`src/include/scr_params.svh`:
```
// Register selects, control field positions and reset values for the system control bank
`ifndef SCR_PARAMS_SVH
`define SCR_PARAMS_SVH
`define SCR_CRN_CTRL        4'h1
`define SCR_CRN_CACHE       4'h2
`define SCR_CRN_BUFF        4'h3
`define SCR_CRM_ZERO        4'h0
`define SCR_OP2_DATA        3'h0
`define SCR_OP2_INSTR       3'h1
`define SCR_BIT_IRAM_FILL   19
`define SCR_BIT_IRAM_ON     18
`define SCR_BIT_DRAM_FILL   17
`define SCR_BIT_DRAM_ON     16
`define SCR_BIT_PC_SW_OFF   15
`define SCR_BIT_ROT_REPL    14
`define SCR_BIT_HIVEC       13
`define SCR_BIT_ICACHE      12
`define SCR_BIT_BIG         7
`define SCR_BIT_DCACHE      2
`define SCR_BIT_PROT        0
`define SCR_CTRL_RSV_ONES   32'h0000_0078
`define SCR_REGION_RESET    8'h00
`define SCR_HIVEC_BASE      32'hFFFF_0000
`define SCR_LOVEC_BASE      32'h0000_0000
`define SCR_STRAP_LOAD_EDGES 2'h3
`endif

```
`src/include/scr_pkg.sv`:
```
// Types shared by the system control bank modules
package scr_pkg;
   typedef struct packed {
      logic       valid;    // Transfer presented this cycle
      logic       write;    // 1 write transfer, 0 read transfer
      logic [3:0] crn;      // Primary register number
      logic [3:0] crm;      // Secondary register number
      logic [2:0] op2;      // Secondary opcode
      logic [31:0] wdata;   // Write data
   } scr_xfer_s;

   typedef struct packed {
      logic iram_fill_mode;
      logic iram_on;
      logic dram_fill_mode;
      logic dram_on;
      logic pc_load_state_switch_off;
      logic rotating_replacement;
      logic high_vector_select;
      logic icache_on;
      logic byte_order_big;
      logic dcache_on;
      logic protection_on;
   } scr_ctrl_s;

   typedef enum logic [1:0] {
      SCR_SEL_NONE  = 2'b00,
      SCR_SEL_CTRL  = 2'b01,
      SCR_SEL_CACHE = 2'b10,
      SCR_SEL_BUFF  = 2'b11
   } scr_sel_e;
endpackage : scr_pkg

```
`src/core/scr_decode.sv`:
```
// Register select decode for coprocessor transfers
`include "scr_params.svh"
module scr_decode
   import scr_pkg::*;
(
   input  wire scr_xfer_s xfer,       // Transfer fields
   output scr_sel_e       sel,        // Which register is addressed
   output logic           instr_side  // Cacheable bank: 1 instruction, 0 data
);
   // Unmatched selectors fall to NONE: reads give zero, writes are dropped
   always_comb begin
      sel        = SCR_SEL_NONE;
      instr_side = 1'b0;
      if (xfer.crm == `SCR_CRM_ZERO) begin
         if (xfer.crn == `SCR_CRN_CTRL && xfer.op2 == `SCR_OP2_DATA) begin
            sel = SCR_SEL_CTRL;
         end else if (xfer.crn == `SCR_CRN_CACHE &&
                      (xfer.op2 == `SCR_OP2_DATA || xfer.op2 == `SCR_OP2_INSTR)) begin
            sel        = SCR_SEL_CACHE;
            instr_side = (xfer.op2 == `SCR_OP2_INSTR);
         end else if (xfer.crn == `SCR_CRN_BUFF && xfer.op2 == `SCR_OP2_DATA) begin
            sel = SCR_SEL_BUFF;
         end
      end
   end
endmodule : scr_decode

```
`src/core/scr_region_bits.sv`:
```
// One eight-bit region attribute register with read-as-zero upper bits
`include "scr_params.svh"
module scr_region_bits
   import scr_pkg::*;
(
   input  wire logic        clk_sys,  // System clock
   input  wire logic        nrst,     // Async reset, active low
   input  wire logic        ce,       // Clock enable
   input  wire logic        wr,       // Write strobe
   input  wire logic [31:0] wdata,    // Write data
   output logic      [7:0]  bits_q,   // Stored region bits
   output logic      [31:0] rdata     // Read view, zero-extended
);
   logic [7:0] bits_d;

   // Only bits 7:0 are kept; upper write bits are discarded
   always_comb begin
      bits_d = bits_q;
      if (wr) begin
         bits_d = wdata[7:0];
      end
   end

   // Region settings reset to zero to keep a defined value
   always_ff @(posedge clk_sys or negedge nrst) begin
      if (!nrst) begin
         bits_q <= `SCR_REGION_RESET;
      end else if (ce) begin
         bits_q <= bits_d;
      end
   end

   assign rdata = {24'h00_0000, bits_q};
endmodule : scr_region_bits

```
`src/core/scr_bank.sv`:
```
// System control coprocessor register bank: control, cacheable and bufferable registers
// How it works
// Software writes zero and one into reserved control bits, or read-modify-writes.
// Reserved control bit reads are unpredictable; here they return the one/zero pattern.
// Control register sits at c1, c0, secondary opcode 0.
// Bit 19 steers stores in instruction RAM range into instruction RAM.
// Bit 18 sends all accesses in instruction RAM range to instruction RAM.
// Bit 17 writes reloaded data stores into data RAM.
// Bit 16 enables data RAM with priority over cache and bus.
// Bit 15 clear lets loaded bit 0 choose compressed state on PC load.
// Bit 14 picks round-robin replacement, else pseudo-random.
// Bit 13 picks vector base 0xFFFF0000, else zero.
// Vector select bit loads from the strap during reset; here it copies the strap for the first three enabled edges after reset.
// Instruction cache runs only with bit 12 and protection on.
// Bit 7 picks big-endian, else little-endian.
// Data cache runs only with bit 2 and protection on.
// Bit 0 enables protection; reset keeps caches and write buffer off.
// Software programs a region before enabling protection.
// c2 opcode 0 is data cacheable bits, opcode 1 instruction.
// Cacheable bit n marks region n cacheable, per side.
// Bufferable bits at c3 apply to data accesses only.
// Bufferable bit n makes data region n write-buffered.
// Region enables reset to zero; settings ignored while protection off.
// Region registers read zero above bit 7 and ignore such writes.
`include "scr_params.svh"
module scr_bank
   import scr_pkg::*;
(
   input  wire logic        clk_sys,             // System clock, 100 MHz
   input  wire logic        nrst,                // Async reset, active low
   input  wire logic        ce,                  // Clock enable, freezes state when low
   input  wire logic        high_vector_strap,   // Vector strap pin, asynchronous
   input  wire scr_xfer_s   xfer,                // Coprocessor transfer from core
   output logic      [31:0] rdata,               // Read data, registered
   output logic             rvalid,              // Read data valid, one-cycle pulse
   output scr_ctrl_s        ctrl,                // Control fields, registered
   output logic             icache_active,       // Instruction cache may operate
   output logic             dcache_active,       // Data cache may operate
   output logic             wbuf_active,         // Write buffer may operate
   output logic      [31:0] vector_base,         // Exception vector base address
   output logic      [7:0]  data_cacheable,      // Effective data cacheable per region
   output logic      [7:0]  instr_cacheable,     // Effective instruction cacheable per region
   output logic      [7:0]  data_bufferable      // Effective data bufferable per region
);
   scr_sel_e    sel;
   logic        instr_side;
   logic        wr_ctrl;
   logic        wr_dc;
   logic        wr_ic;
   logic        wr_bf;
   logic [7:0]  dc_q;
   logic [7:0]  ic_q;
   logic [7:0]  bf_q;
   logic [31:0] dc_rd;
   logic [31:0] ic_rd;
   logic [31:0] bf_rd;
   logic        strap_s1_q;
   logic        strap_s2_q;
   logic [1:0]  strap_cnt_q;
   logic [1:0]  strap_cnt_d;
   logic        strap_load;
   scr_ctrl_s   ctrl_d;
   logic [31:0] ctrl_word;
   logic [31:0] rdata_d;
   logic        rvalid_d;

   scr_decode u_decode (
      .xfer       (xfer),
      .sel        (sel),
      .instr_side (instr_side)
   );

   // Write strobes per register
   assign wr_ctrl = xfer.valid && xfer.write && (sel == SCR_SEL_CTRL);
   assign wr_dc   = xfer.valid && xfer.write && (sel == SCR_SEL_CACHE) && !instr_side;
   assign wr_ic   = xfer.valid && xfer.write && (sel == SCR_SEL_CACHE) && instr_side;
   assign wr_bf   = xfer.valid && xfer.write && (sel == SCR_SEL_BUFF);

   scr_region_bits u_dcache_bits (
      .clk_sys (clk_sys),
      .nrst    (nrst),
      .ce      (ce),
      .wr      (wr_dc),
      .wdata   (xfer.wdata),
      .bits_q  (dc_q),
      .rdata   (dc_rd)
   );

   scr_region_bits u_icache_bits (
      .clk_sys (clk_sys),
      .nrst    (nrst),
      .ce      (ce),
      .wr      (wr_ic),
      .wdata   (xfer.wdata),
      .bits_q  (ic_q),
      .rdata   (ic_rd)
   );

   scr_region_bits u_buff_bits (
      .clk_sys (clk_sys),
      .nrst    (nrst),
      .ce      (ce),
      .wr      (wr_bf),
      .wdata   (xfer.wdata),
      .bits_q  (bf_q),
      .rdata   (bf_rd)
   );

   // Strap window: vector select copies the synchronised strap for the first enabled
   // edges after reset. The reset branch may only load constants, so the strap shows
   // from the third edge on; a software write closes the window at once
   always_comb begin
      strap_cnt_d = strap_cnt_q;
      if (wr_ctrl) begin
         strap_cnt_d = 2'h0;
      end else if (strap_load) begin
         strap_cnt_d = strap_cnt_q - 2'h1;
      end
   end

   // Strap is a pin, so it is synchronised; the first stage feeds only the second
   always_ff @(posedge clk_sys or negedge nrst) begin
      if (!nrst) begin
         strap_s1_q  <= 1'b0;
         strap_s2_q  <= 1'b0;
         strap_cnt_q <= `SCR_STRAP_LOAD_EDGES;
      end else if (ce) begin
         strap_s1_q  <= high_vector_strap;
         strap_s2_q  <= strap_s1_q;
         strap_cnt_q <= strap_cnt_d;
      end
   end

   assign strap_load = (strap_cnt_q != 2'h0);

   // Next control value; software write wins over the strap capture
   always_comb begin
      ctrl_d = ctrl;
      if (strap_load) begin
         ctrl_d.high_vector_select = strap_s2_q;
      end
      if (wr_ctrl) begin
         // Reserved positions in the write data are ignored, so R1 slips are harmless
         ctrl_d.iram_fill_mode           = xfer.wdata[`SCR_BIT_IRAM_FILL];
         ctrl_d.iram_on                  = xfer.wdata[`SCR_BIT_IRAM_ON];
         ctrl_d.dram_fill_mode           = xfer.wdata[`SCR_BIT_DRAM_FILL];
         ctrl_d.dram_on                  = xfer.wdata[`SCR_BIT_DRAM_ON];
         ctrl_d.pc_load_state_switch_off = xfer.wdata[`SCR_BIT_PC_SW_OFF];
         ctrl_d.rotating_replacement     = xfer.wdata[`SCR_BIT_ROT_REPL];
         ctrl_d.high_vector_select       = xfer.wdata[`SCR_BIT_HIVEC];
         ctrl_d.icache_on                = xfer.wdata[`SCR_BIT_ICACHE];
         ctrl_d.byte_order_big           = xfer.wdata[`SCR_BIT_BIG];
         ctrl_d.dcache_on                = xfer.wdata[`SCR_BIT_DCACHE];
         ctrl_d.protection_on            = xfer.wdata[`SCR_BIT_PROT];
      end
   end

   // Every control field clears at reset; vector select is then loaded from the strap
   always_ff @(posedge clk_sys or negedge nrst) begin
      if (!nrst) begin
         ctrl <= '0;
      end else if (ce) begin
         ctrl <= ctrl_d;
      end
   end

   // Assemble the readable control word; reserved ones read back as ones
   always_comb begin
      ctrl_word = `SCR_CTRL_RSV_ONES;
      ctrl_word[`SCR_BIT_IRAM_FILL] = ctrl.iram_fill_mode;
      ctrl_word[`SCR_BIT_IRAM_ON]   = ctrl.iram_on;
      ctrl_word[`SCR_BIT_DRAM_FILL] = ctrl.dram_fill_mode;
      ctrl_word[`SCR_BIT_DRAM_ON]   = ctrl.dram_on;
      ctrl_word[`SCR_BIT_PC_SW_OFF] = ctrl.pc_load_state_switch_off;
      ctrl_word[`SCR_BIT_ROT_REPL]  = ctrl.rotating_replacement;
      ctrl_word[`SCR_BIT_HIVEC]     = ctrl.high_vector_select;
      ctrl_word[`SCR_BIT_ICACHE]    = ctrl.icache_on;
      ctrl_word[`SCR_BIT_BIG]       = ctrl.byte_order_big;
      ctrl_word[`SCR_BIT_DCACHE]    = ctrl.dcache_on;
      ctrl_word[`SCR_BIT_PROT]      = ctrl.protection_on;
   end

   // Read mux; unmapped selects return zero
   always_comb begin
      rvalid_d = xfer.valid && !xfer.write;
      rdata_d  = rdata;
      if (rvalid_d) begin
         case (sel)
            SCR_SEL_CTRL:  rdata_d = ctrl_word;
            SCR_SEL_CACHE: rdata_d = instr_side ? ic_rd : dc_rd;
            SCR_SEL_BUFF:  rdata_d = bf_rd;
            SCR_SEL_NONE:  rdata_d = 32'h0000_0000;
            default:       rdata_d = 32'h0000_0000;
         endcase
      end
   end

   // Read data held until the next read; valid pulses one cycle
   always_ff @(posedge clk_sys or negedge nrst) begin
      if (!nrst) begin
         rdata  <= 32'h0000_0000;
         rvalid <= 1'b0;
      end else if (ce) begin
         rdata  <= rdata_d;
         rvalid <= rvalid_d;
      end
   end

   // Effective enables; gating by protection lets one write turn both on together
   assign icache_active = ctrl.icache_on && ctrl.protection_on;
   assign dcache_active = ctrl.dcache_on && ctrl.protection_on;
   assign wbuf_active   = ctrl.protection_on;
   assign vector_base   = ctrl.high_vector_select ? `SCR_HIVEC_BASE : `SCR_LOVEC_BASE;

   // Region attributes count only while protection is on; the bufferable set never
   // reaches fetch logic because no instruction-side output carries it
   assign data_cacheable  = ctrl.protection_on ? dc_q : 8'h00;
   assign instr_cacheable = ctrl.protection_on ? ic_q : 8'h00;
   assign data_bufferable = ctrl.protection_on ? bf_q : 8'h00;

   // Checks: the enables are held against the write data, not the ctrl struct,
   // so a wrong field position on the register path shows up here
   a_icache_gate: assert property (@(posedge clk_sys) disable iff (!nrst)
      (ce && wr_ctrl) |=>
      (icache_active == ($past(xfer.wdata[12]) && $past(xfer.wdata[0]))))
      else $error("icache active without both enables");
   a_dcache_gate: assert property (@(posedge clk_sys) disable iff (!nrst)
      (ce && wr_ctrl) |=>
      (dcache_active == ($past(xfer.wdata[2]) && $past(xfer.wdata[0]))))
      else $error("dcache active without both enables");
   a_wbuf_off: assert property (@(posedge clk_sys) disable iff (!nrst)
      (ce && wr_ctrl) |=>
      (wbuf_active == $past(xfer.wdata[0])))
      else $error("write buffer enable wrong");
   a_vec_base: assert property (@(posedge clk_sys) disable iff (!nrst)
      (ce && wr_ctrl) |=>
      (vector_base == ($past(xfer.wdata[13]) ? 32'hFFFF_0000 : 32'h0000_0000)))
      else $error("vector base wrong");
   a_ctrl_write: assert property (@(posedge clk_sys) disable iff (!nrst)
      (ce && wr_ctrl) |=>
      (ctrl.icache_on == $past(xfer.wdata[12]) && ctrl.dram_on == $past(xfer.wdata[16]) &&
       ctrl.iram_fill_mode == $past(xfer.wdata[19])))
      else $error("control write not stored");
   a_ctrl_readback: assert property (@(posedge clk_sys) disable iff (!nrst)
      (ce && xfer.valid && !xfer.write && sel == SCR_SEL_CTRL) |=>
      (rdata[13] == $past(ctrl.high_vector_select) && rdata[0] == $past(ctrl.protection_on)))
      else $error("control read wrong");

   // Strap capture and its window
   a_strap_load: assert property (@(posedge clk_sys) disable iff (!nrst)
      (ce && strap_load && !wr_ctrl) |=>
      (ctrl.high_vector_select == $past(strap_s2_q)))
      else $error("strap not captured");
   a_strap_window: assert property (@(posedge clk_sys) disable iff (!nrst)
      (ce && wr_ctrl) |=>
      !strap_load)
      else $error("strap window still open after a write");

   // Region register checks
   a_region_mask: assert property (@(posedge clk_sys) disable iff (!nrst)
      !ctrl.protection_on |->
      (data_cacheable == 8'h00 && data_bufferable == 8'h00 && instr_cacheable == 8'h00))
      else $error("region bits leak while protection off");
   a_dcache_write: assert property (@(posedge clk_sys) disable iff (!nrst)
      (ce && wr_dc) |=>
      (dc_q == $past(xfer.wdata[7:0]) && ic_q == $past(ic_q)))
      else $error("data cacheable write wrong");
   a_icache_write: assert property (@(posedge clk_sys) disable iff (!nrst)
      (ce && wr_ic) |=>
      (ic_q == $past(xfer.wdata[7:0]) && dc_q == $past(dc_q)))
      else $error("instruction cacheable write wrong");
   a_buff_write: assert property (@(posedge clk_sys) disable iff (!nrst)
      (ce && wr_bf) |=>
      (bf_q == $past(xfer.wdata[7:0])))
      else $error("bufferable write lost");
   a_unmapped_write: assert property (@(posedge clk_sys) disable iff (!nrst)
      (ce && xfer.valid && xfer.write && sel == SCR_SEL_NONE) |=>
      (dc_q == $past(dc_q) && ic_q == $past(ic_q) && bf_q == $past(bf_q)))
      else $error("unmapped write changed a region register");

   // Read path checks
   a_cache_read: assert property (@(posedge clk_sys) disable iff (!nrst)
      (ce && xfer.valid && !xfer.write && sel == SCR_SEL_CACHE && instr_side) |=>
      (rvalid && rdata == {24'h00_0000, $past(ic_q)}))
      else $error("instruction cacheable read wrong");
   a_upper_zero: assert property (@(posedge clk_sys) disable iff (!nrst)
      (ce && xfer.valid && !xfer.write && sel == SCR_SEL_BUFF) |=>
      (rdata[31:8] == 24'h00_0000))
      else $error("bufferable upper bits not zero");
   a_read_pulse: assert property (@(posedge clk_sys) disable iff (!nrst)
      ce |=>
      (rvalid == ($past(xfer.valid) && !$past(xfer.write))))
      else $error("read valid pulse wrong");

   // Scenario covers
   c_ctrl_write: cover property (@(posedge clk_sys) disable iff (!nrst) ce && wr_ctrl);
   c_both_caches: cover property (@(posedge clk_sys) disable iff (!nrst)
      icache_active && dcache_active);
   c_icache_rd: cover property (@(posedge clk_sys) disable iff (!nrst)
      xfer.valid && !xfer.write && sel == SCR_SEL_CACHE && instr_side);
   c_hivec: cover property (@(posedge clk_sys) disable iff (!nrst) ctrl.high_vector_select);
   c_strap_high: cover property (@(posedge clk_sys) disable iff (!nrst)
      strap_load && strap_s2_q);
endmodule : scr_bank

```
`config.mk`:
```
export PLATFORM = sky130hd
export DESIGN_NAME = scr_bank
export DESIGN_NICKNAME = d
export VERILOG_FILES = /design/src/include/scr_pkg.sv /design/src/core/scr_decode.sv /design/src/core/scr_region_bits.sv /design/src/core/scr_bank.sv
export VERILOG_INCLUDE_DIRS = /design/src /design/src/include
export SDC_FILE = /design/constraint.sdc
export NUM_CORES = 1
export LEC_CHECK = 0
export ABC_AREA = 1
export BUFFER_PORTS_ARGS = -buffer_cell sky130_fd_sc_hd__buf_2
export CORE_MARGIN = 2
export CORE_UTILIZATION = 51
export DETAILED_ROUTE_END_ITERATION = 8
export HOLD_SLACK_MARGIN = 0.06
export MAX_ROUTING_LAYER = met4
export PLACE_DENSITY = 0.95
export SYNTH_ARGS = -nofsm -noshare
export SYNTH_HDL_FRONTEND = slang
export SYNTH_SLANG_ARGS = --single-unit
```
`constraint.sdc`:
```
create_clock -name clk_sys -period 1.9 [get_ports clk_sys]
set_input_delay 0.095 -clock clk_sys [delete_from_list [all_inputs] [get_ports clk_sys]]
set_output_delay 0.095 -clock clk_sys [all_outputs]
set_load 0.005 [all_outputs]
```
==> impl_summary.md, run 1 <==
Setup path
The critical path in this run is classified as in -> reg. Along the worst path, the maximum fanout reaches 17. The worst setup path is launched from an input port. For this design, the slowest cell found on the critical path is dlygate4sd3_1. The most used cell along the critical path is inv_1. The category of cells accounting for the largest share of critical-path delay is buffers and inverters. The number of buffers and inverters on the critical path is 5.

The worst setup path is captured at a register. The delay of the slowest cell on the worst path is 530 ps. Data on the critical path is required at its endpoint by 2120 ps.

The worst register-to-register path has a setup slack of 450 ps. The critical path goes through dlygate4sd3_1 -> buf_2 -> inv_1 -> nor3_2 -> buf_4 -> inv_1 -> nor2_1 -> nor3_1. The arrival time at the worst endpoint is 1860 ps.

Logic synthesis
By area the synthesized netlist is led by dfrtp_1, nand2_1, buf_4, inv_1, nand4_1. The number of instances in the synthesized netlist is 462. The cell taking the most area after synthesis is dfrtp_1. The share of synthesized area in the top cell type comes to 0.402. The share of the yosys chip area belonging to registers is 0.418.

The netlist uses 27 different library cells. The commonest cells after synthesis are nand2_1, inv_1, dfrtp_1. The most frequent cell after synthesis is nand2_1. The synthesized design contains 56 register bits. The number of synthesized flops with an enable pin is 0. The post-synthesis average cell area is 7.27 µm². In the synthesized netlist the dominant register cell turns out to be dfrtp_1.

The number of warnings printed during yosys synthesis is 0. The fraction of registers with async set/reset is 1.00. The combined area of all synthesized cells is 3360 µm².

Global routing
The initial antenna violation count is 0. The total overflow reported by the global router is 0. The number of global-route vias before repair is 2886. The first global-routing pass estimated 13500 µm of wire. Entering global routing, the biggest net connects 28 pins. Across every metal layer, demand over resource in global routing totals 0.237.

STA
The achievable frequency is 0.610 GHz. Setup repair after global routing left no endpoint under its margin. The max-slew violation count came to 0.

For the final database, setup skew stands at 11.5 ps. Of the available clock period, the critical path in the final layout requires 0.862. Headroom to the max-slew limit came out at 0.640. In the final timing run, aggregate negative setup slack is 0 ps. The count of final hold-check violations is 0. For the pin with the worst max-slew slack, the measured transition is 540 ps. The count of endpoints failing setup in the final report is 0. The routed design could run at a clock period as short as 1640 ps. Final hold analysis gives a worst-case slack of 128 ps.

Detailed routing
The total wire length is 8240 µm. The routed wirelength normalized by instance count is 12.8 µm. The violation count after the first detailed-route iteration is 288. Before antenna repair, the detailed router went through 5 iterations. The routed via count divided by cell count is 5.00.

The number of design rule violations left after detail routing is 0. The number of nets still failing antenna checks after routing is 0. The detailed-route via count is 3217.

Clock tree
The number of H-tree levels is 2. In this run the deepest clock path goes through 2 buffers. The clock drives 56 sinks. TritonCTS built the clock tree. The number of buffers added by the clock tree synthesis step is 5. In this run, post-CTS repair resized a total of 0 instances.

For the worst-skew pair, the clock arrives at the later sink with an insertion delay of 320 ps. The master cell of the clock root buffer is clkbuf_8. The number of buffers inserted to repair setup after CTS is 0. Clock-pin slew was measured on the worst setup and hold paths at 110 ps.

Die
In this run the standard cell core region covers 6350 µm². From bottom edge to top edge, the die measures 85.2 µm. The initialized floorplan defines 29 standard-cell rows. In this run the horizontal extent of the chip is 85.2 µm. The count of pins on the block boundary is 152. The initial utilization of the core area, before any placement, comes to 0.529. The die outline area is 7250 µm².

Layout
For this run, the share of the core covered by cells in the final layout is 0.627. The share of cells above drive strength 1 is 0.252. 0 antenna diodes ended up in the layout. From synthesis to final layout, the design area changed by 18.4%.

The area used by multi-input combinational logic is 1360 µm². For this run, the post-layout net count is 616. The sequential cells in the finished layout cover a total of 1400 µm². The layout has 531 filler cells.

Min path
The class of the tightest hold or removal check is in -> reg.

Placed design
The global placement routability congestion is 0.930. The wire-length estimate of the detail-placed layout is 6100 µm. Input and output buffers added on the ports amount to 103.

Status
The flow ran to the end, and the final reports show no timing, DRC or antenna violations.

Power
VDD sags by at most 0.421 mV. For this design the ratio of total power to cell area is 640 nW/µm². The total power consumption of the routed design is 2.55 mW. The total leakage power is 2.55 nW.

Job
The number of maximum-capacitance constraint violations is 0.
## layout by cell type (no fill, tap or decap)
master / instances
a21oi_1: 7
and3_1: 1
buf_2: 103
buf_4: 9
clkbuf_8: 5
clkinv_2: 1
clkinvlp_4: 1
conb_1: 32
dfrtp_1: 54
dfstp_2: 2
dlygate4sd3_1: 19
ha_1: 1
inv_1: 63
inv_2: 5
inv_6: 1
nand2_1: 157
nand2_2: 1
nand3_1: 12
nand3_2: 4
nand3_4: 1
nand4_1: 24
nor2_1: 35
nor2_2: 3
nor2_4: 1
nor2_8: 1
nor3_1: 5
nor3_2: 2
o21ai_0: 4
o21ai_1: 10
o21ai_2: 3
## where the power goes
part | switching (mW) | internal [mW]
logic | 0.293 | 0.244
registers | 0.0651 | 1.28
clock network | 0.408 | 0.263
## tightest hold or removal path: stages
cell	delay (ps)
buf_2	80
nand3_1	60
nand2_1	60
nand2_1	50
nand2_1	60
## final timing paths
kind,startpoint,end,depth (start not counted)
min reg2reg,rdata[0],rdata[0],2
max in group asynchronous,nrst,strap_cnt_q[0],3
min,xfer[13],ctrl[4],5
min in group asynchronous,nrst,u_icache_bits.bits_q[4],2
max reg2reg,strap_cnt_q[0],strap_cnt_q[1],7
max,ce,rdata[18],8
## kinds of logic (layout without fill, tap and decap cells)
group / count (synthesis) / count (layout) / synth area share
simple gates: 247 / 247 / 0.326
buf+inv: 133 / 207 / 0.212
flops: 56 / 56 / 0.418
compound gates: 24 / 24 / 0.0391
fa+ha+maj: 1 / 1 / 0.00372
other cells: 1 / 32 / 0.00112
## cell type report
type	count	share of cell area
multi-input combinational	304	0.342
clock buffer	5	0.0173
clock inverter	3	0.00535
sequential	56	0.353
tap	77	0.0242
inverter	68	0.0642
timing repair buffer	131	0.194
## metrics by stage
step	instance area, µm²	instances	worst slack, ps
after floorplan	3480	493	714
after global placement	3700	617	366
after detailed placement	3700	617	285
after CTS	3980	644	328
after global routing	3980	644	174
final	3980	644	261
## layer usage
| metal | global-route usage | up-vias | share of wire |
|---|---|---|---|
| li1 | - | 1540 | - |
| met1 | 0.293 | 1477 | 0.40 |
| met2 | 0.391 | 174 | 0.50 |
| met3 | 0.0467 | 26 | 0.077 |
| met4 | 0.0779 | 0 | 0.026 |
| met5 | - | - | 0 |
## state kept, by name, indices dropped and copies added (netlist names)
register,cells
ctrl,10
u_icache_bits.bits_q,8
rvalid,1
rdata,16
wbuf_active,1
strap_s2_q,1
u_buff_bits.bits_q,8
u_dcache_bits.bits_q,8
strap_s1_q,1
strap_cnt_q,2
## what timing repair did
item | CTS | global route
endpoints found under the hold margin | 43 | 0
endpoints found under the setup margin | 0 | 0
hold buffers | 19 | 0
(Power assumes the default switching activity.)
==> run 2, diff against run 1 <==
CORE_UTILIZATION = 48   (was 51)
PLACE_DENSITY = unset   (was 0.95)
PLACE_DENSITY_LB_ADDON = 0.2   (was unset)
SETUP_SLACK_MARGIN = 0.02   (was unset)
clock period = 1.68 ns   (was 1.9 ns; I/O delays follow)
==> run 2 against run 1 <==
Compared with the run above: wire length down 5.9%; setup slack worse by 54 ps; register-to-register slack worse by 70 ps; utilization down 3.2 points; hold slack worse by 28 ps; sequential share of layout area down 0.54 points; clock power up 13%; via count down 5.2%; first-iteration DRC count down 44%; critical path type is now reg -> out; largest cell class unchanged.
==> impl_summary.md, run 2 (synthesized netlist as in run 1, its figures left out) <==
Die
The height of the die is 87.7 µm. The floorplan step defined a die boundary enclosing 7680 µm². The row count is 30. 152 I/O pins were placed. The area of the core is 6790 µm².

For this configuration, the core starts out at a cell density of 0.494. The horizontal extent of the die is 87.7 µm.

Clock tree
In this run the post-CTS setup repair buffer count came out at 0. At the later pin of the worst-skew pair, clock insertion delay measures 310 ps. The number of H-tree levels is 2. After clock tree synthesis, the clock-pin slew on the worst setup and hold paths is 100 ps.

The number of buffers added by the clock tree synthesis step is 5. The clock passes through at most 2 buffers. The TritonCTS clock tree is done. The number of sinks handled by clock tree synthesis is 56. Clock tree synthesis selected as its root buffer the cell clkbuf_8.

Layout
The number of diodes is 0. In the final layout, the registers with the most flip-flops are rdata x16, ctrl x10. Across the whole layout, storage elements account for 1400 µm².

Leaving out fill and tap cells, the most frequent cells in the layout are nand2_1, buf_2, inv_1. The largest register by flop count is rdata. The number of flip-flops in the largest register is 16. The net count of the finished layout is 619. The area growth from synthesis to layout is 20.3%. The library cell used most frequently in the layout, excluding fill and tap cells, is nand2_1. In the final layout, the share of cells above drive strength 1 is 0.258.

For this run, the share of the core covered by cells in the final layout is 0.595. The fill cell instance count of the final layout is 657. The area used by multi-input combinational logic is 1360 µm².

Detailed routing
The total wire length is 7750 µm. Dividing the detail-routed wire length by the instance count gives 11.6 µm. The violation count after the first detailed-route iteration is 160.

The number of iterations in the first detailed-routing pass is 4. The detailed-route via count is 3051. After detailed routing, the number of remaining DRC violations is 0.

Using the TritonRoute via totals, the vias-per-cell ratio works out to 4.58. The number of nets still failing antenna checks after routing is 0.

Power
The switching portion of total power is 0.295. The worst vdd rail ir drop is 0.305 mV. The total power consumption of the routed design is 2.87 mW. The total leakage power is 2.58 nW. Of the total power, combinational logic draws 0.206. The switching power is 0.847 mW. Of the total power, registers draw 0.529. The power per cell area is 710 nW/µm². The share of total power dissipated in the clock network is 0.265. Internal power comes to 2.02 mW.

STA
The final critical-path required period is 1470 ps. Between clock sinks in the finished design, the worst skew comes to 6.02 ps. The worst path meets setup with 207 ps of slack. The count of endpoints failing setup in the final report is 0. After routing, the total negative slack on setup checks comes to 0 ps.

The max-slew violation count came to 0. Measured against its own limit, the worst slew margin works out to 0.661. Setup repair after global routing left no endpoint under its margin.

Dividing the final minimum period by the clock period gives 0.877. The achievable frequency is 0.679 GHz. For the pin with the worst max-slew slack, the measured transition is 508 ps.

The count of final hold-check violations is 0.

Setup path
Data on the critical path arrives at its endpoint at 1390 ps. At the worst endpoint, the required time is 1600 ps. The class of the most critical setup path is reg -> out. The capturing point of the worst reg2reg path is strap_cnt_q[1]. Across all register-to-register paths, the minimum setup slack is 380 ps.

Of all nets on the critical path, the largest fanout is 24. The most critical setup path has its startpoint at wbuf_active. The length in cells of the worst reg-to-reg path is 7. The startpoint identified for the worst register-to-register timing path is strap_cnt_q[0]. The worst setup path is captured at a primary output. The startpoint class of the critical path is a register.

Status
The flow ran to the end, and the final reports show no timing, DRC or antenna violations.

Global routing
The aggregate global-route resource usage is 0.212. The met2 global-route usage is 0.337. The busiest layer in global routing is met2. The maximum number of pins on one net before global-route repair is 25. In the global route stage, met3 resource usage came out at 0.0311. For met1 alone, demand over resource in global routing was 0.280.

For this run the aggregate overflow at the end of global routing stands at 0. The initial antenna violation count came to 0. The global-route wire length before repair is 12500 µm. The number of global-route vias before repair came to 2656.

Min path
The worst hold path terminates at ctrl[4]. The class of the tightest hold or removal check is in -> reg. The cell depth of the worst hold path is 5. The hold path startpoint is xfer[13].

Job
The tool flagged a number of max-cap violations equal to 0.

Placed design
The global placement routability congestion is 0.846. The wire-length estimate of the detail-placed layout is 5710 µm. The port buffer count is 103. The setup slack at placement is 198 ps.
[run 2: changes by cell type in the layout (fill, tap and decap cells not counted)]
cell / change
buf_4: +2
clkinvlp_4: -1
and3_2: +1
and3_1: -1
buf_12: +1
clkinv_4: +1
[run 2: through the flow]
step                hold slack [ps]  cell area [µm²]  instances
floorplan                      -212             3480        493
global placement               78.6             3760        639
detailed placement             87.1             3760        639
CTS                            99.1             4040        666
global route                    117             4040        666
finish                          100             4040        666
[run 2: worst max-delay path by stage]
stage | end | slack, ps | depth (start not counted)
4_1_cts | u_dcache_bits.bits_q[3] | 140 | 6
2_1_floorplan | strap_cnt_q[1] | 490 | 7
5_1_grt | data_cacheable[3] | 60 | 4
3_5_place_dp | ctrl[5] | 200 | 10
6_report | data_cacheable[3] | 210 | 4
3_3_place_gp | u_dcache_bits.bits_q[0] | 230 | 9
[run 2: final cells by class]
cell class / count / share of cell area
repair buffers: 134 / 0.200
clock buffers: 5 / 0.0170
inverters: 68 / 0.0632
flip-flops and latches: 56 / 0.347
multi-input cells: 304 / 0.337
well taps: 96 / 0.0297
clock inverters: 3 / 0.00557
[run 2: layer usage]
layer  vias up  wire [µm]  part of all wire
met3        13        388             0.050
met5         -          0                 0
met2       104       3840              0.50
met1      1390       3390              0.44
met4         0        131             0.017
li1       1544          -                 -
[run 2: what timing repair did]
item | 4_1_cts | 5_1_grt
hold endpoints to repair | 49 | 0
resized for setup | 0 | 1
hold buffers | 19 | 0
endpoints found under the setup margin | 0 | 6
[run 2: power groups by stage]
| stage | Clock (mW) | Combinational, mW | Sequential, mW |
|---|---|---|---|
| 4_1_cts | 0.784 | 0.593 | 1.52 |
| 2_1_floorplan | 0 | 0.497 | 1.54 |
| 3_3_place_gp | 0 | 0.548 | 1.54 |
| 3_5_place_dp | 0 | 0.556 | 1.54 |
| 5_1_grt | 0.837 | 0.676 | 1.53 |
| 6_report | 0.760 | 0.592 | 1.52 |
[run 2: worst max-delay path, cell delays in order, from the launching register on]
cell and delay (ps):
dfrtp_1 470, buf_4 330, nand2_1 100, inv_1 70
buf_2 110
==> run 3, diff against run 2 <==
CAP_MARGIN = 20   (was unset)
RECOVER_POWER = 25   (was unset)
REMOVE_ABC_BUFFERS = 1   (was unset)
==> run 3 against run 2 <==
Compared with the run above: register-to-register slack hardly changed; die area stayed put; maximum frequency is 4.0% higher; critical path depth stayed put; global-route usage hardly changed; clock power is 2% higher; final area is 0.15% higher; utilization is 0.092 points higher; setup slack better by 57 ps; first-iteration DRC count is 17% lower; sequential share of layout area is 0.054 points lower; largest cell class unchanged.
==> impl_summary.md, run 3 (synthesized netlist as in run 1, its figures left out) <==
Setup path
The length in cells of the worst reg-to-reg path is 7. The cell with the largest stage delay on the worst path is dfrtp_1. The category of cells accounting for the largest share of critical-path delay is flip-flops. The endpoint identified for the worst register-to-register timing path is strap_cnt_q[1].

Setup slack on the worst reg-to-reg path comes out at 390 ps. Traced cell by cell, the critical path runs through buf_4 -> nand2_1 -> inv_1 -> buf_2. The highest fanout seen on the critical path is 16.

The critical path is of the reg -> out type. The largest single stage delay on the critical path is 500 ps. STA puts the critical path data required time at 1600 ps. The startpoint class of the critical path is a register. Counting both buffers and inverters, the worst setup path holds a total of 3. The endpoint type of the worst setup path is a primary output. The startpoint of the lowest-slack register-to-register path is strap_cnt_q[0]. The arrival time at the worst endpoint is 1330 ps.

Detailed routing
After detailed routing, the average wire length per cell comes to 11.6 µm. The number of design rule violations left after detail routing is 0. Wires add up to 7760 µm. For this run, the detailed router's first-pass iteration total came to 4. In the routed layout, each cell is associated on average with a via count of 4.61. The violation count after the first detailed-route iteration is 133. The detailed-route via count is 3083. The number of nets still failing antenna checks after routing is 0.

Clock tree
The CTS clock-pin slew for the worst setup and hold paths is 100 ps. Buffers added to address setup during post-CTS repair amount to 0. The count of hold-fix buffers inserted at cts is 19.

The longest clock path from root to sink contains 2 buffers. The TritonCTS clock tree is done. In this run, CTS created clock tree buffers numbering 5. Clock latency on the worst-skew pair, taken at its later pin, is 320 ps. The total of cells resized after clock tree synthesis is 0. Clock tree synthesis selected as its root buffer the cell clkbuf_8. The number of sinks handled by clock tree synthesis is 56. The clock tree synthesis step divided the H-tree into 2 levels.

Min path
The terminating pin of the worst hold path is ctrl[4]. The class of the tightest hold or removal check is in -> reg. Along the worst hold path, the cell count comes to 5. The hold path startpoint is xfer[13].

Job
The tool flagged a number of max-cap violations equal to 0.

Layout
The number of diodes is 0. The net count of the finished layout is 622. rdata holds more flip-flops than any other register. Compared with the post-synthesis result, the final layout area differs by 20.4%.

The share of cells above drive strength 1 is 0.258. Leaving out fill and tap cells, the most frequent cell in the layout is nand2_1. The largest registers in the layout are rdata x16, ctrl x10. The register with the most flip-flops in the layout has 16 of them. The number of non-filler instances in the completed layout is 669. In the layout the commonest cells are nand2_1, buf_2, inv_1.

STA
The worst clock skew on the final layout is 17.5 ps. For the pin with the worst max-slew slack, the measured transition is 809 ps. Timing would allow up to 0.706 GHz.

The max-slew violation count is 0. The count of final hold-check violations is 0. After routing, the total negative slack on setup checks comes to 0 ps. Setup repair after global routing left no endpoint under its margin. In this run the tightest slew margin relative to its limit is 0.461.

The final critical-path required period is 1420 ps. The final hold slack is 109 ps. Setup violations remaining at the end of the flow were counted as 0.

The post-route clock period utilization is 0.843.

Global routing
The first global-routing pass estimated 12400 µm of wire. The initial antenna violation count is 0. For this run, the total global-route usage over all layers was measured as 0.213. The number of global-route vias before repair was 2773. For this run the aggregate overflow at the end of global routing stands at 0. Entering global routing, the biggest net connects 33 pins.

Status
The run finished with clean final reports.

Power
Total power for the finished layout comes to 2.86 mW. The combinational fraction of design power is 0.202. The worst vdd rail ir drop is 0.443 mV. The part of the power in the clock network is 0.270.

The switching portion of total power is 0.294. The power per cell area is 708 nW/µm². The total leakage power is 2.58 nW. The internal power summed over all cells is 2.02 mW. The switching power is 0.843 mW. Of the total power, registers draw 0.528.

Placed design
The half-perimeter wire length after placement is 5900 µm. The global placement routability congestion is 0.865. The post-placement cell count is 642.

The port buffer count is 103.

Die
The row count is 30. The height of the die is 87.7 µm. The horizontal extent of the die is 87.7 µm. The effective utilization at floorplan is 0.494.

The die outline area is 7680 µm². The total area inside the core boundary comes to 6790 µm². The count of pins on the block boundary is 152.
==> run 3: routing by layer <==
layer | GRT usage | routed length [µm] | part of all wire | up-vias
met2 | 0.353 | 3900 | 0.50 | 99
met4 | 0.0601 | 78 | 0.010 | 0
li1 | - | - | - | 1550
met1 | 0.269 | 3370 | 0.43 | 1426
met5 | - | 0 | 0 | -
met3 | 0.0349 | 416 | 0.054 | 8
==> run 3: worst reg2reg max path: stages (launching register included) <==
cell,delay [ps]
dfstp_2,540
inv_1,50
ha_1,180
nor2_1,130
inv_1,100
nor2_1,90
nand2_1,50
o21ai_0,70
==> run 3: area by class of cell <==
cell class                      instances  area (µm²)
Multi-Input combinational cell        304        1360
Tap cell                               96         120
Sequential cell                        56        1400
Clock buffer                            5        68.8
Fill cell                             673        2750
Timing Repair Buffer                  137         812
Inverter                               68         255
Clock inverter                          3        26.3
==> run 3: per-stage QoR <==
stage / util / area (µm²) / setup slack (ps)
final: 0.596 / 4050 / 264
after global placement: 0.555 / 3770 / 180
after CTS: 0.597 / 4050 / 250
after global routing: 0.596 / 4050 / 123
after floorplan: - / 3020 / 160
after detailed placement: 0.555 / 3770 / 128
==> run 3: worst max path at each step <==
stage                            from                       to  slack [ps]  cells after the start
after global placement       xfer[35]                  ctrl[1]         180                     10
after floorplan              xfer[33]  u_icache_bits.bits_q[0]         160                      8
after global routing               ce                 rdata[1]         120                      8
after CTS                          ce                rdata[16]         250                      7
final                     wbuf_active       data_bufferable[0]         260                      4
after detailed placement     xfer[35]              wbuf_active         130                     10
==> run 3: power by group through the flow <==
stage | sequential, mW | clock, mW | combinational (mW)
2_1_floorplan | 1.57 | 0 | 0.199
3_3_place_gp | 1.54 | 0 | 0.546
3_5_place_dp | 1.54 | 0 | 0.556
4_1_cts | 1.51 | 0.796 | 0.590
5_1_grt | 1.53 | 0.860 | 0.674
6_report | 1.51 | 0.772 | 0.579
